$ cat src/logic/bsl_pkg.sv
// Strap capture constants and pin-state encodings.
// Assumes a single 200 MHz core clock domain.
package bsl_pkg;
  localparam int STRAP_COUNT = 9;
  // Pull default per strap, bit n is strap n (4..7 pull high)
  localparam logic [8:0] STRAP_DEFAULT = 9'h0f0;
  // Strap positions
  localparam int STRAP_SW1     = 1;
  localparam int STRAP_CLK_SEL = 4;
  localparam int STRAP_SW6     = 6;
  localparam int STRAP_SW7     = 7;
  localparam int STRAP_SW8     = 8;
  // Reference clock source
  localparam logic REF_SRC_CRYSTAL  = 1'b1;
  localparam logic REF_SRC_EXTERNAL = 1'b0;
  // Orientation
  localparam logic ORIENT_NORMAL  = 1'b0;
  localparam logic ORIENT_FLIPPED = 1'b1;
  // Pull encodings for pad control: 2'h1 up, 2'h2 down, 2'h0 none
  localparam logic [1:0] PULL_NONE = 2'h0;
  localparam logic [1:0] PULL_UP   = 2'h1;
  localparam logic [1:0] PULL_DOWN = 2'h2;
  typedef enum logic [1:0] {
    BSL_HELD    = 2'b00,
    BSL_CAPTURE = 2'b01,
    BSL_RUN     = 2'b10
  } bsl_state_e;
endpackage : bsl_pkg

$ cat src/logic/bsl_strap_latch.sv
// Strap latch: captures nine strap pins on power-on reset release.
// Assumes strap pins and por_input_n are asynchronous pins; CLK is the
// 200 MHz core clock, RESET the core asynchronous reset.
// Behaviour
// - Capture strap levels when reset rises.
// - Reset input active low, hold reset.
// - Strap four selects crystal or external clock.
// - Open straps take their pull level.
// - Straps 1,6,7,8 exposed to firmware.
// - Quad mode turns flash pins bidirectional.
// - Reset-time flash pin directions and pulls.
// - Drive reference clock on output pin.
// - Orientation pin low normal, high flipped.
// - Serial receive blocked in production.
// - Reference clock output enabled by strap.
`timescale 1ns/1ps
`default_nettype none
module bsl_strap_latch
  import bsl_pkg::*;
#(
  parameter int  NUM_STRAPS     = bsl_pkg::STRAP_COUNT,
  parameter bit  PRODUCTION     = 1'b1,
  parameter int  REFOUT_STRAP   = 0
) (
  input  wire logic                  CLK,                  // Core clock
  input  wire logic                  RESET,                // Async reset, high
  input  wire logic                  POR_INPUT_N,          // Power-on reset pin
  input  wire logic [NUM_STRAPS-1:0] STRAP_PINS,           // Strap pin levels
  input  wire logic                  REF_CLOCK_IN,         // Selected reference clock level
  input  wire logic                  QUAD_MODE,            // Quad flash mode request
  input  wire logic [3:0]            QUAD_OUT,             // Quad data to drive
  input  wire logic [3:0]            QUAD_OE,              // Quad lane drive enables
  input  wire logic                  FLASH_SELECT_N_FN,    // Functional chip select
  input  wire logic                  FLASH_CLOCK_FN,       // Functional flash clock
  input  wire logic                  FLASH_SERIAL_OUT_FN,  // Functional serial out
  input  wire logic                  ALERT_ORIENTATION_PIN,// Orientation pin level
  input  wire logic                  SERIAL_RX_PIN,        // Serial receive pin
  output logic                       CHIP_RESET,           // Chip held in reset
  output logic                       STRAPS_VALID,         // Straps captured
  output logic [NUM_STRAPS-1:0]      STRAP_VALUE,          // Captured straps
  output logic                       REF_SRC_SELECT,       // 1 crystal, 0 external
  output logic                       REF_CLOCK_OUT,        // Reference clock out
  output logic                       REF_CLOCK_OUT_OE,     // Ref clock drive enable
  output logic [3:0]                 APP_STRAPS,           // Straps 1,6,7,8
  output logic                       FLASH_SELECT_N,       // Chip select out
  output logic                       FLASH_SELECT_N_OE,    // Chip select enable
  output logic [1:0]                 FLASH_SELECT_N_PULL,  // Chip select pull
  output logic                       FLASH_CLOCK,          // Flash clock out
  output logic                       FLASH_CLOCK_OE,       // Flash clock enable
  output logic [1:0]                 FLASH_CLOCK_PULL,     // Flash clock pull
  output logic                       FLASH_SERIAL_IN_OE,   // Data-in drive enable
  output logic [1:0]                 FLASH_SERIAL_IN_PULL, // Data-in pull
  output logic [3:0]                 QUAD_IO_OUT,          // Quad lanes 0..3 out
  output logic [3:0]                 QUAD_IO_OE,           // Quad lanes 0..3 enable
  output logic [3:0]                 QUAD_IO_IN,           // Quad lane inputs, held low
  output logic                       ORIENTATION_FLIPPED,  // 1 flipped
  output logic                       SERIAL_RX_DATA        // Received serial level
);
  import bsl_pkg::*;

  // Logic serves exactly nine straps
  if (NUM_STRAPS != STRAP_COUNT) begin : g_bad_count
    $error("bsl_strap_latch: nine straps required");
  end
  if (REFOUT_STRAP < 0 || REFOUT_STRAP >= NUM_STRAPS) begin : g_bad_refout
    $error("bsl_strap_latch: bad REFOUT_STRAP");
  end

  typedef struct packed {
    bsl_state_e            state;
    logic [1:0]            por_sync;
    logic [NUM_STRAPS-1:0] strap_s1;
    logic [NUM_STRAPS-1:0] strap_s2;
    logic [1:0]            orient_sync;
    logic [1:0]            rx_sync;
    logic [1:0]            ref_sync;
    logic                  chip_reset;
    logic                  valid;
    logic [NUM_STRAPS-1:0] straps;
    logic                  ref_out;
    logic                  ref_oe;
    logic                  cs_n;
    logic                  cs_oe;
    logic [1:0]            cs_pull;
    logic                  fclk;
    logic                  fclk_oe;
    logic [1:0]            fclk_pull;
    logic                  di_oe;
    logic [1:0]            di_pull;
    logic [3:0]            q_out;
    logic [3:0]            q_oe;
    logic [3:0]            q_in;
    logic                  orient;
    logic                  rx;
  } bsl_state_s;

  bsl_state_s st;
  bsl_state_s next_st;

  localparam bsl_state_s RESET_ST = '{
    state: BSL_HELD, por_sync: 2'h0, strap_s1: STRAP_DEFAULT[NUM_STRAPS-1:0],
    strap_s2: STRAP_DEFAULT[NUM_STRAPS-1:0], orient_sync: 2'h0, rx_sync: 2'h3,
    ref_sync: 2'h0, chip_reset: 1'b1, valid: 1'b0,
    straps: STRAP_DEFAULT[NUM_STRAPS-1:0], ref_out: 1'b0, ref_oe: 1'b0,
    cs_n: 1'b1, cs_oe: 1'b1, cs_pull: PULL_UP, fclk: 1'b0, fclk_oe: 1'b1,
    fclk_pull: PULL_DOWN, di_oe: 1'b0, di_pull: PULL_DOWN, q_out: 4'h0,
    q_oe: 4'h0, q_in: 4'h0, orient: ORIENT_NORMAL, rx: 1'b1};

  always_comb begin
    next_st = st;
    next_st.por_sync    = {st.por_sync[0], POR_INPUT_N};
    next_st.strap_s1    = STRAP_PINS;
    next_st.strap_s2    = st.strap_s1;
    next_st.orient_sync = {st.orient_sync[0], ALERT_ORIENTATION_PIN};
    next_st.rx_sync     = {st.rx_sync[0], SERIAL_RX_PIN};
    next_st.ref_sync    = {st.ref_sync[0], REF_CLOCK_IN};
    unique case (st.state)
      BSL_HELD: begin
        next_st.chip_reset = 1'b1;
        next_st.valid      = 1'b0;
        if (st.por_sync[1]) begin
          next_st.state = BSL_CAPTURE;
        end
      end
      BSL_CAPTURE: begin
        next_st.straps = st.strap_s2;
        next_st.valid  = 1'b1;
        next_st.chip_reset = 1'b0;
        next_st.state  = BSL_RUN;
      end
      BSL_RUN: begin
        next_st.straps = st.straps;
        if (!st.por_sync[1]) begin
          next_st.state = BSL_HELD;
          next_st.chip_reset = 1'b1;
          next_st.valid = 1'b0;
        end
      end
      default: begin
        next_st.state = BSL_HELD;
      end
    endcase
    if (next_st.chip_reset) begin
      next_st.cs_n = 1'b1;
      next_st.cs_oe = 1'b1;
      next_st.cs_pull = PULL_UP;
      next_st.fclk = 1'b0;
      next_st.fclk_oe = 1'b1;
      next_st.fclk_pull = PULL_DOWN;
      next_st.di_oe = 1'b0;
      next_st.di_pull = PULL_DOWN;
      next_st.q_oe = 4'h0;
      next_st.q_out = 4'h0;
    end else begin
      next_st.cs_n = FLASH_SELECT_N_FN;
      next_st.cs_oe = 1'b1;
      next_st.cs_pull = PULL_NONE;
      next_st.fclk = FLASH_CLOCK_FN;
      next_st.fclk_oe = 1'b1;
      next_st.fclk_pull = PULL_NONE;
      next_st.di_pull = PULL_NONE;
      if (QUAD_MODE) begin
        next_st.q_out = QUAD_OUT;
        next_st.q_oe  = QUAD_OE;
        next_st.di_oe = QUAD_OE[1];
      end else begin
        next_st.q_out = {2'h3, 1'b0, FLASH_SERIAL_OUT_FN};
        next_st.q_oe  = 4'hd;
        next_st.di_oe = 1'b0;
      end
    end
    // Lane inputs not routed here; held low
    next_st.q_in = 4'h0;
    next_st.ref_oe  = st.valid & st.straps[REFOUT_STRAP];
    next_st.ref_out = next_st.ref_oe & st.ref_sync[1];
    next_st.orient = st.orient_sync[1] ? ORIENT_FLIPPED : ORIENT_NORMAL;
    next_st.rx = PRODUCTION ? 1'b1 : st.rx_sync[1];
  end

  always_ff @(posedge CLK or posedge RESET) begin
    if (RESET) begin
      st <= RESET_ST;
    end else begin
      st <= next_st;
    end
  end

  assign CHIP_RESET           = st.chip_reset;
  assign STRAPS_VALID         = st.valid;
  assign STRAP_VALUE          = st.straps;
  assign REF_SRC_SELECT       = st.straps[STRAP_CLK_SEL];
  assign REF_CLOCK_OUT        = st.ref_out;
  assign REF_CLOCK_OUT_OE     = st.ref_oe;
  assign APP_STRAPS           = {st.straps[STRAP_SW8], st.straps[STRAP_SW7], st.straps[STRAP_SW6], st.straps[STRAP_SW1]};
  assign FLASH_SELECT_N       = st.cs_n;
  assign FLASH_SELECT_N_OE    = st.cs_oe;
  assign FLASH_SELECT_N_PULL  = st.cs_pull;
  assign FLASH_CLOCK          = st.fclk;
  assign FLASH_CLOCK_OE       = st.fclk_oe;
  assign FLASH_CLOCK_PULL     = st.fclk_pull;
  assign FLASH_SERIAL_IN_OE   = st.di_oe;
  assign FLASH_SERIAL_IN_PULL = st.di_pull;
  assign QUAD_IO_OUT          = st.q_out;
  assign QUAD_IO_OE           = st.q_oe;
  assign QUAD_IO_IN           = st.q_in;
  assign ORIENTATION_FLIPPED  = st.orient;
  assign SERIAL_RX_DATA       = st.rx;
endmodule : bsl_strap_latch
`default_nettype wire

$ cat config.mk
export PLATFORM = sky130hd
export DESIGN_NAME = bsl_strap_latch
export DESIGN_NICKNAME = d
export VERILOG_FILES = /design/src/logic/bsl_pkg.sv /design/src/logic/bsl_strap_latch.sv
export SDC_FILE = /design/constraint.sdc
export NUM_CORES = 1
export LEC_CHECK = 0
export BUFFER_PORTS_ARGS = -buffer_cell sky130_fd_sc_hd__buf_2
export CAP_MARGIN = 20
export CORE_AREA = 2 2 64 66
export CTS_CLUSTER_DIAMETER = 150
export DETAILED_ROUTE_END_ITERATION = 6
export DIE_AREA = 0 0 66 68
export PLACE_DENSITY_LB_ADDON = 0.3
export SYNTH_ARGS = -nofsm -noshare
export SYNTH_HDL_FRONTEND = slang
export SYNTH_SLANG_ARGS = --single-unit
$ cat constraint.sdc
create_clock -name CLK -period 2.9 [get_ports CLK]
set_input_delay 0.87 -clock CLK [delete_from_list [all_inputs] [get_ports CLK]]
set_output_delay 0.87 -clock CLK [all_outputs]
set_load 0.02 [all_outputs]
==> results of run 1 <==
logic make-up (layout without fill, tap and decap cells):
| logic type | after synthesis | count (layout) | share of synthesized area (%) |
|---|---|---|---|
| AND/OR/NAND/NOR | 25 | 25 | 7.74 |
| buffers and inverters | 39 | 69 | 15.3 |
| multiplexers | 10 | 10 | 7.81 |
| AO/OA/AOI/OAI | 2 | 2 | 0.538 |
| other | 2 | 10 | 0.404 |
| flip-flops | 50 | 50 | 68.2 |
through the flow:
step	cell area [µm²]	total power, µW	setup slack (ns)	hold slack, ns
after floorplan	1890	1720	0.852	0.331
after global placement	1970	1720	1.24	0.332
after detailed placement	1970	1730	1.17	0.335
after CTS	2080	2200	0.977	0.353
after global routing	2080	2300	0.944	0.363
final	2080	2170	1.01	0.349
final timing paths:
| path | startpoint | cells past startpoint | end |
|---|---|---|---|
| max in group asynchronous | RESET | 3 | STRAP_VALUE[0]$_DFFE_PP0N_ |
| min | next_st[44]$_DFF_PP0_ | 0 | st[44]$_DFF_PP0_ |
| min in group asynchronous | RESET | 2 | st[46]$_DFF_PP0_ |
| min reg2reg | next_st[44]$_DFF_PP0_ | 0 | st[44]$_DFF_PP0_ |
| max | CHIP_RESET$_DFF_PP1_ | 1 | CHIP_RESET |
| max reg2reg | st[65]$_DFFE_PP0P_ | 2 | STRAP_VALUE[0]$_DFFE_PP0N_ |
final cells by class:
cell class	instances	area [µm²]	area share (%)
Clock buffer	7	76.3	3.67
Tap cell	50	62.6	3.01
Multi-Input combinational cell	47	337	16.2
Inverter	2	7.51	0.361
Clock inverter	1	30.0	1.44
Sequential cell	50	1270	61.0
Timing Repair Buffer	59	298	14.3
sequential cells by signal (all words and copies together), names as in the netlist:
register	count
CHIP_RESET	1
FLASH_CLOCK	1
FLASH_SELECT_N	1
ORIENTATION_FLIPPED	1
QUAD_IO_OE	4
QUAD_IO_OUT	4
REF_CLOCK_OUT	1
REF_CLOCK_OUT_OE	1
STRAPS_VALID	1
STRAP_VALUE	9
next_st	12
st	14
power by group through the flow:
stage	clock, µW	sequential [µW]	combinational [µW]
2_1_floorplan	0	1020	696
3_3_place_gp	0	976	739
3_5_place_dp	0	988	746
4_1_cts	479	976	748
5_1_grt	504	997	800
6_report	459	971	736
layer usage:
| layer | global-route usage, % | routed length, µm | vias to the layer above |
|---|---|---|---|
| met3 | 4.61 | 181 | 4 |
| li1 | - | - | 434 |
| met2 | 19.9 | 1300 | 38 |
| met5 | 0 | 0 | - |
| met4 | 8.42 | 24 | 0 |
| met1 | 15.5 | 1080 | 444 |
placed cells by master (no fill, tap or decap), types with 2 or more instances in the layout:
cell type / instances
sky130_fd_sc_hd__mux2_4: 9
sky130_fd_sc_hd__dfrtp_1: 36
sky130_fd_sc_hd__buf_2: 58
sky130_fd_sc_hd__nand2_1: 3
sky130_fd_sc_hd__nor2b_1: 5
sky130_fd_sc_hd__a21oi_1: 2
sky130_fd_sc_hd__nor3_1: 8
sky130_fd_sc_hd__clkbuf_1: 2
sky130_fd_sc_hd__clkbuf_8: 5
sky130_fd_sc_hd__dfstp_2: 14
sky130_fd_sc_hd__nor3b_1: 2
sky130_fd_sc_hd__conb_1: 10
==> results summary, run 1 <==
The number of hold violations in the final report came to 0. After detailed routing, the average wire length per cell comes to 12.0 µm. Wires add up to 2580 µm. The H-tree level count came out at 2. The share of final-layout standard cells stronger than drive strength 1 is 54.2%. The worst clock skew came out at 0.0109 ns. The ratio of final minimum period to clock period is 65.2%. The row count came out at 23.

The worst setup path is captured at an output pin. The internal power component is 1440 µW. By area the synthesized netlist is led by sky130_fd_sc_hd__dfrtp_1 (48%), sky130_fd_sc_hd__dfstp_2 (20%), sky130_fd_sc_hd__buf_4 (14%), sky130_fd_sc_hd__mux2_4 (7.3%), sky130_fd_sc_hd__nor3_1 (2.2%).

The path type of the worst setup path is flip-flop to output pin. The standard cell core area came out at 0.00386 mm². The clock-pin slew reported for the worst setup and hold paths after clock tree synthesis came out at 0.08 ns. The part of the total power dissipated in the clock network is 21.2%. The later-pin clock latency in the skew report is 0.29 ns.

Among all stages on the critical path, the largest delay is contributed by sky130_fd_sc_hd__dfstp_2. Subtracting the final worst setup slack from the clock period gives 1.89 ns. For this design the top-level I/O count stands at 70. The first-pass detailed-route iteration total is 4. The final non-filler cell total is 216.

The wire length of the first global-routing pass is 4050 µm. The TritonCTS sink count is 50. The critical path required time is 2.03 ns. The detailed-placement wirelength estimate came out at 1880 µm. The aggregate global routing overflow came out at 0. The initial utilization of the core area, before any placement, comes to 48.2%. The worst-path maximum fanout came out at 5. The Yosys warning count is 0. The vertical die dimension came out at 68 µm. The number of global-route vias before repair came out at 904.

Yosys mapped the design onto 21 distinct sky130hd cell types. The count of input and output buffers came out at 58. Setup repair after global routing left no endpoint under its margin. The number of DRC violations after detailed-routing iteration 0 is 13. The per-instance average area after synthesis came out at 14.5 µm².

The die extent in x came out at 66 µm. The fmax is 528 MHz. TritonCTS built the clock tree. The antenna diode instance count is 0. The area growth from synthesis to layout came out at 11.8%.

The number of instances in the synthesized netlist came out at 128. Synthesis inferred 50 register bits. The initial antenna violation count is 0. The worst stage delay on the critical path is 0.56 ns.

For this design the static power due to leakage is 0.00107 µW. The data arrival at the endpoint of the critical path came out at 1.02 ns. The share of total power consumed by net switching is 33.5%.

The type of the tightest min-delay check is flip-flop to flip-flop. The combinational group share of total power is 34.0%. Of all flip-flops after synthesis, the portion carrying an async set or reset was 100%. The final setup TNS came out at 0 ns. The flop-to-flop setup slack came out at 1.43 ns. The post-synthesis instance area came out at 0.00186 mm². By count the netlist is led by sky130_fd_sc_hd__dfrtp_1 (36), sky130_fd_sc_hd__buf_4 (34), sky130_fd_sc_hd__dfstp_2 (14), sky130_fd_sc_hd__mux2_4 (9), sky130_fd_sc_hd__nor3_1 (8). The count of max-cap constraint violations is 0. Yosys instantiated no cell more often than sky130_fd_sc_hd__dfrtp_1. The transition time of the tightest slew-check pin is 0.822 ns. sky130_fd_sc_hd__dfrtp_1 takes more of the synthesized area than any other cell. Once the clock tree was built, the resizer swapped 0 gates to a different size. The share of Yosys cell area claimed by the top area cell type came out at 48.5%. The worst slew slack as a fraction of its limit came out at 45.2%. The overall fraction of global-route tracks in use is 13.0%. The cell family contributing the most delay on the critical path is flip-flops. The number of max-slew violations in the final report came out at 0. The number of instances in the placed design is 208. The worst-case clock buffer depth is 2. The hold buffer count at cts came out at 0. The total number of vias is 920. For this run, the share of the core covered by cells in the final layout is 53.9%.

The count of fill cells added during filler insertion came out at 353. The post-synthesis sequential area ratio came out at 68.2%. The critical path buffer and inverter count came out at 1. The number of nets in the layout is 192. The post-detailed-route count of antenna-violating nets came out at 0.

The power per cell area came out at 1040 mW/mm². The count of buffers added by post-CTS timing repair for setup is 0. The pin count of the biggest net entering global routing is 36. The number of buffers inserted during clock tree synthesis is 5. Walking the worst path, the cells encountered are buf_2. The post-route DRC violation count came out at 0. The net switching power came out at 725 µW. The flow ran to the end, and the final reports show no timing, DRC or antenna violations. Using the TritonRoute via totals, the vias-per-cell ratio works out to 4.26.

The most instantiated flip-flop cell in the synthesis netlist is sky130_fd_sc_hd__dfrtp_1. Setup violations remaining at the end of the flow were counted as 0. The clock tree root driver cell is sky130_fd_sc_hd__clkbuf_8. The overall die area came out at 0.00449 mm². The worst setup path is launched from a flip-flop. The count of flip-flops with a built-in enable after synthesis is 0. The final weighted congestion of routability-driven global placement came out at 0.635. VDD sags by at most 0.383 mV. The share of total power in sequential cells came out at 44.8%.
Power figures use the tool's default switching activity.
==> inputs of run 2 (changes only) <==
Settings changed: CORE_AREA 2 2 64 66 to 2 2 69 71, DIE_AREA 0 0 66 68 to 0 0 71 73.
Clock period 2.9 ns to 1.7 ns, I/O delays scaled along.
==> run 2 against run 1 <==
Critical path depth did not move. Worst hold slack got worse by 0.14 ns. Via count rose by 1.5%. Clock power rose by 120%. Wire length rose by 7.0%. Clock skew fell by 0.0057 ns. Highest routed layer unchanged. First-iteration DRC count rose to 2.8 times the previous value. Sequential share of layout area fell by 2.8 points. Power rose by 84%. Flip-flop and latch count did not move.
==> results summary, run 2 (synthesis gave the netlist of run 1 again) <==
The die extent in x came out at 71 µm. The detail route stage leaves a number of antenna-violating nets equal to 0. Sequential cells account for 41.7% of the total power. The flow ran to the end, and the final reports show no timing, DRC or antenna violations. TritonCTS built the clock tree. STA classifies the critical path endpoint as an output pin. The commonest non-fill, non-tap cell in the layout is sky130_fd_sc_hd__buf_2. The final hold slack is 0.209 ns. Clock latency on the worst-skew pair, taken at its later pin, is 0.29 ns. The routed via count divided by cell count is 4.19.

The maximum vdd ir drop is 0.645 mV. Setup repair after global routing left no endpoint under its margin. The wire length of the first global-routing pass is 4520 µm. After routing the design area is 0.00218 mm². Among cell families on the critical path, the largest total delay comes from flip-flops.

The worst-path maximum fanout came out at 5. Of the cells placed in the final design, the portion with a size suffix greater than 1 is 56.2%. The number of ports placed on the die boundary came out at 70. The register containing the most flip-flops in the final layout is st.

The total area of sequential cells is 0.00127 mm². The cell area after placement is 0.00204 mm². The pin count of the biggest net entering global routing came out at 20.

Total power for the finished layout comes to 3980 µW. Summing over every cut layer, the via total after detailed routing is 934. The share of total power consumed by net switching came out at 32.4%. In the final timing run, aggregate negative setup slack is 0 ns. The number of resized instances in the post-cts repair step is 0. The count of max-cap constraint violations came out at 0. Data on the critical path arrives at its endpoint at 1.02 ns. The number of DRC violations after detailed-routing iteration 0 is 36. The number of clock buffers added by TritonCTS is 5.

The number of nets in the layout is 195. The aggregate global routing overflow came out at 0. The overall fraction of global-route tracks in use is 11.5%.

The critical path required time is 1.19 ns. The clock tree synthesis step divided the H-tree into 2 levels. The worst-case clock buffer depth is 2.

The detailed-placement wirelength estimate is 2040 µm. The multi-input combinational cell area came out at 337 µm². The number of flip-flops under the largest register name came out at 14.

The worst setup path is launched from a flip-flop. Once the floorplan was initialized, standard cells occupied 41.0% of the core. For this design, the slowest cell found on the critical path is sky130_fd_sc_hd__dfstp_2.

The type of the tightest min-delay check is primary input to asynchronous set/reset pin. The ratio of final minimum period to clock period came out at 90.2%. The TritonCTS sink count came out at 50. The leakage power figure came out at 0.00112 µW. The time the worst path needs with I/O delays and setup came out at 1.53 ns. Combinational cells account for 33.4% of the total power.

The vertical die dimension came out at 73 µm. Buffers inserted to repair hold after CTS numbered 0. The number of max-slew violations in the final report came out at 0. The largest single stage delay on the critical path is 0.56 ns. In this run the clock root is driven by a sky130_fd_sc_hd__clkbuf_8. The antenna diode instance count is 0. The average wire per cell in the routed design is 12.4 µm. For this run, design rule violations remaining after detail routing come to 0. Traced cell by cell, the critical path runs through buf_2. The number of global-route vias before repair is 1,004. The row count is 25. The analysis attributes to net switching a power of 1290 µW.

The floorplan step defined a die boundary enclosing 0.00518 mm². The clock arrives with 0.00518 ns of skew. The library cells used most frequently in the layout, excluding fill and tap cells, are sky130_fd_sc_hd__buf_2 (58), sky130_fd_sc_hd__dfrtp_1 (36), sky130_fd_sc_hd__dfstp_2 (14), sky130_fd_sc_hd__conb_1 (10), sky130_fd_sc_hd__mux2_4 (9). Dividing total power by cell area gives a power density of 1830 mW/mm². The total routed wirelength came out at 2760 µm. The final design utilization came out at 48.1%. The internal power component is 2690 µW. The number of hold violations in the final report came out at 0. Setup violations remaining at the end of the flow were counted as 0. The count of buffers added by post-CTS timing repair for setup is 0. Static timing analysis puts the maximum clock frequency at 652 MHz. The critical path buffer and inverter count came out at 1.

The critical path is of the flip-flop to output pin type. The first-pass detailed-route iteration total came out at 3. The initial antenna violation count is 0. The count of fill cells added during filler insertion came out at 380.

The area growth from synthesis to layout is 17.3%. The part of the total power dissipated in the clock network is 24.9%. The clock-pin slew reported for the worst setup and hold paths after clock tree synthesis came out at 0.09 ns.

The final weighted congestion of routability-driven global placement is 0.723. The standard cell core area came out at 0.00454 mm². The count of input and output buffers is 58.
-- run 2: per-stage QoR --
| stage | worst slack (ns) | std cells |
|---|---|---|
| floorplan | 0.0120 | 136 |
| global placement | 0.460 | 215 |
| detailed placement | 0.441 | 215 |
| CTS | 0.140 | 223 |
| global route | 0.0975 | 223 |
| finish | 0.167 | 223 |
-- run 2: metal layers --
layer | routed length, µm | track usage (%) | up-vias
met5 | 0 | 0 | -
met2 | 1340 | 18.2 | 45
met4 | 33 | 4.40 | 0
met1 | 1140 | 13.8 | 441
met3 | 244 | 5.39 | 4
li1 | - | - | 444
-- run 2: path summary, 6_finish.rpt --
path / endpoint / cells after the start / from / slack [ns]
setup / recovery: FLASH_CLOCK_PULL[1] / 1 / CHIP_RESET$_DFF_PP1_ / 0.17
hold / removal: STRAP_VALUE[3]$_DFFE_PP0N_ / 2 / RESET / 0.21
setup reg to reg: STRAP_VALUE[2]$_DFFE_PP0N_ / 3 / st[65]$_DFFE_PP0P_ / 0.44
hold reg to reg: st[46]$_DFF_PP0_ / 0 / next_st[46]$_DFF_PP0_ / 0.35
max in group asynchronous: FLASH_SELECT_N$_DFF_PP1_ / 3 / RESET / 0.97
min in group CLK: next_st[48]$_DFF_PP1_ / 1 / STRAP_PINS[4] / 0.31
-- run 2: cell type report --
| cell class | instances | share of cell area (%) |
|---|---|---|
| tap | 54 | 3.10 |
| clock buffer | 6 | 3.79 |
| sequential | 50 | 58.2 |
| inverter | 2 | 0.344 |
| multi-input combinational | 47 | 15.4 |
| timing repair buffer | 62 | 16.4 |
| clock inverter | 2 | 2.75 |
-- run 2: power by group through the flow --
| stage | logic [µW] | clock network, µW | registers (µW) |
|---|---|---|---|
| after floorplan | 1190 | 0 | 1740 |
| after global placement | 1330 | 0 | 1670 |
| after detailed placement | 1350 | 0 | 1690 |
| after CTS | 1350 | 1030 | 1670 |
| after global routing | 1420 | 1080 | 1700 |
| final | 1330 | 993 | 1660 |
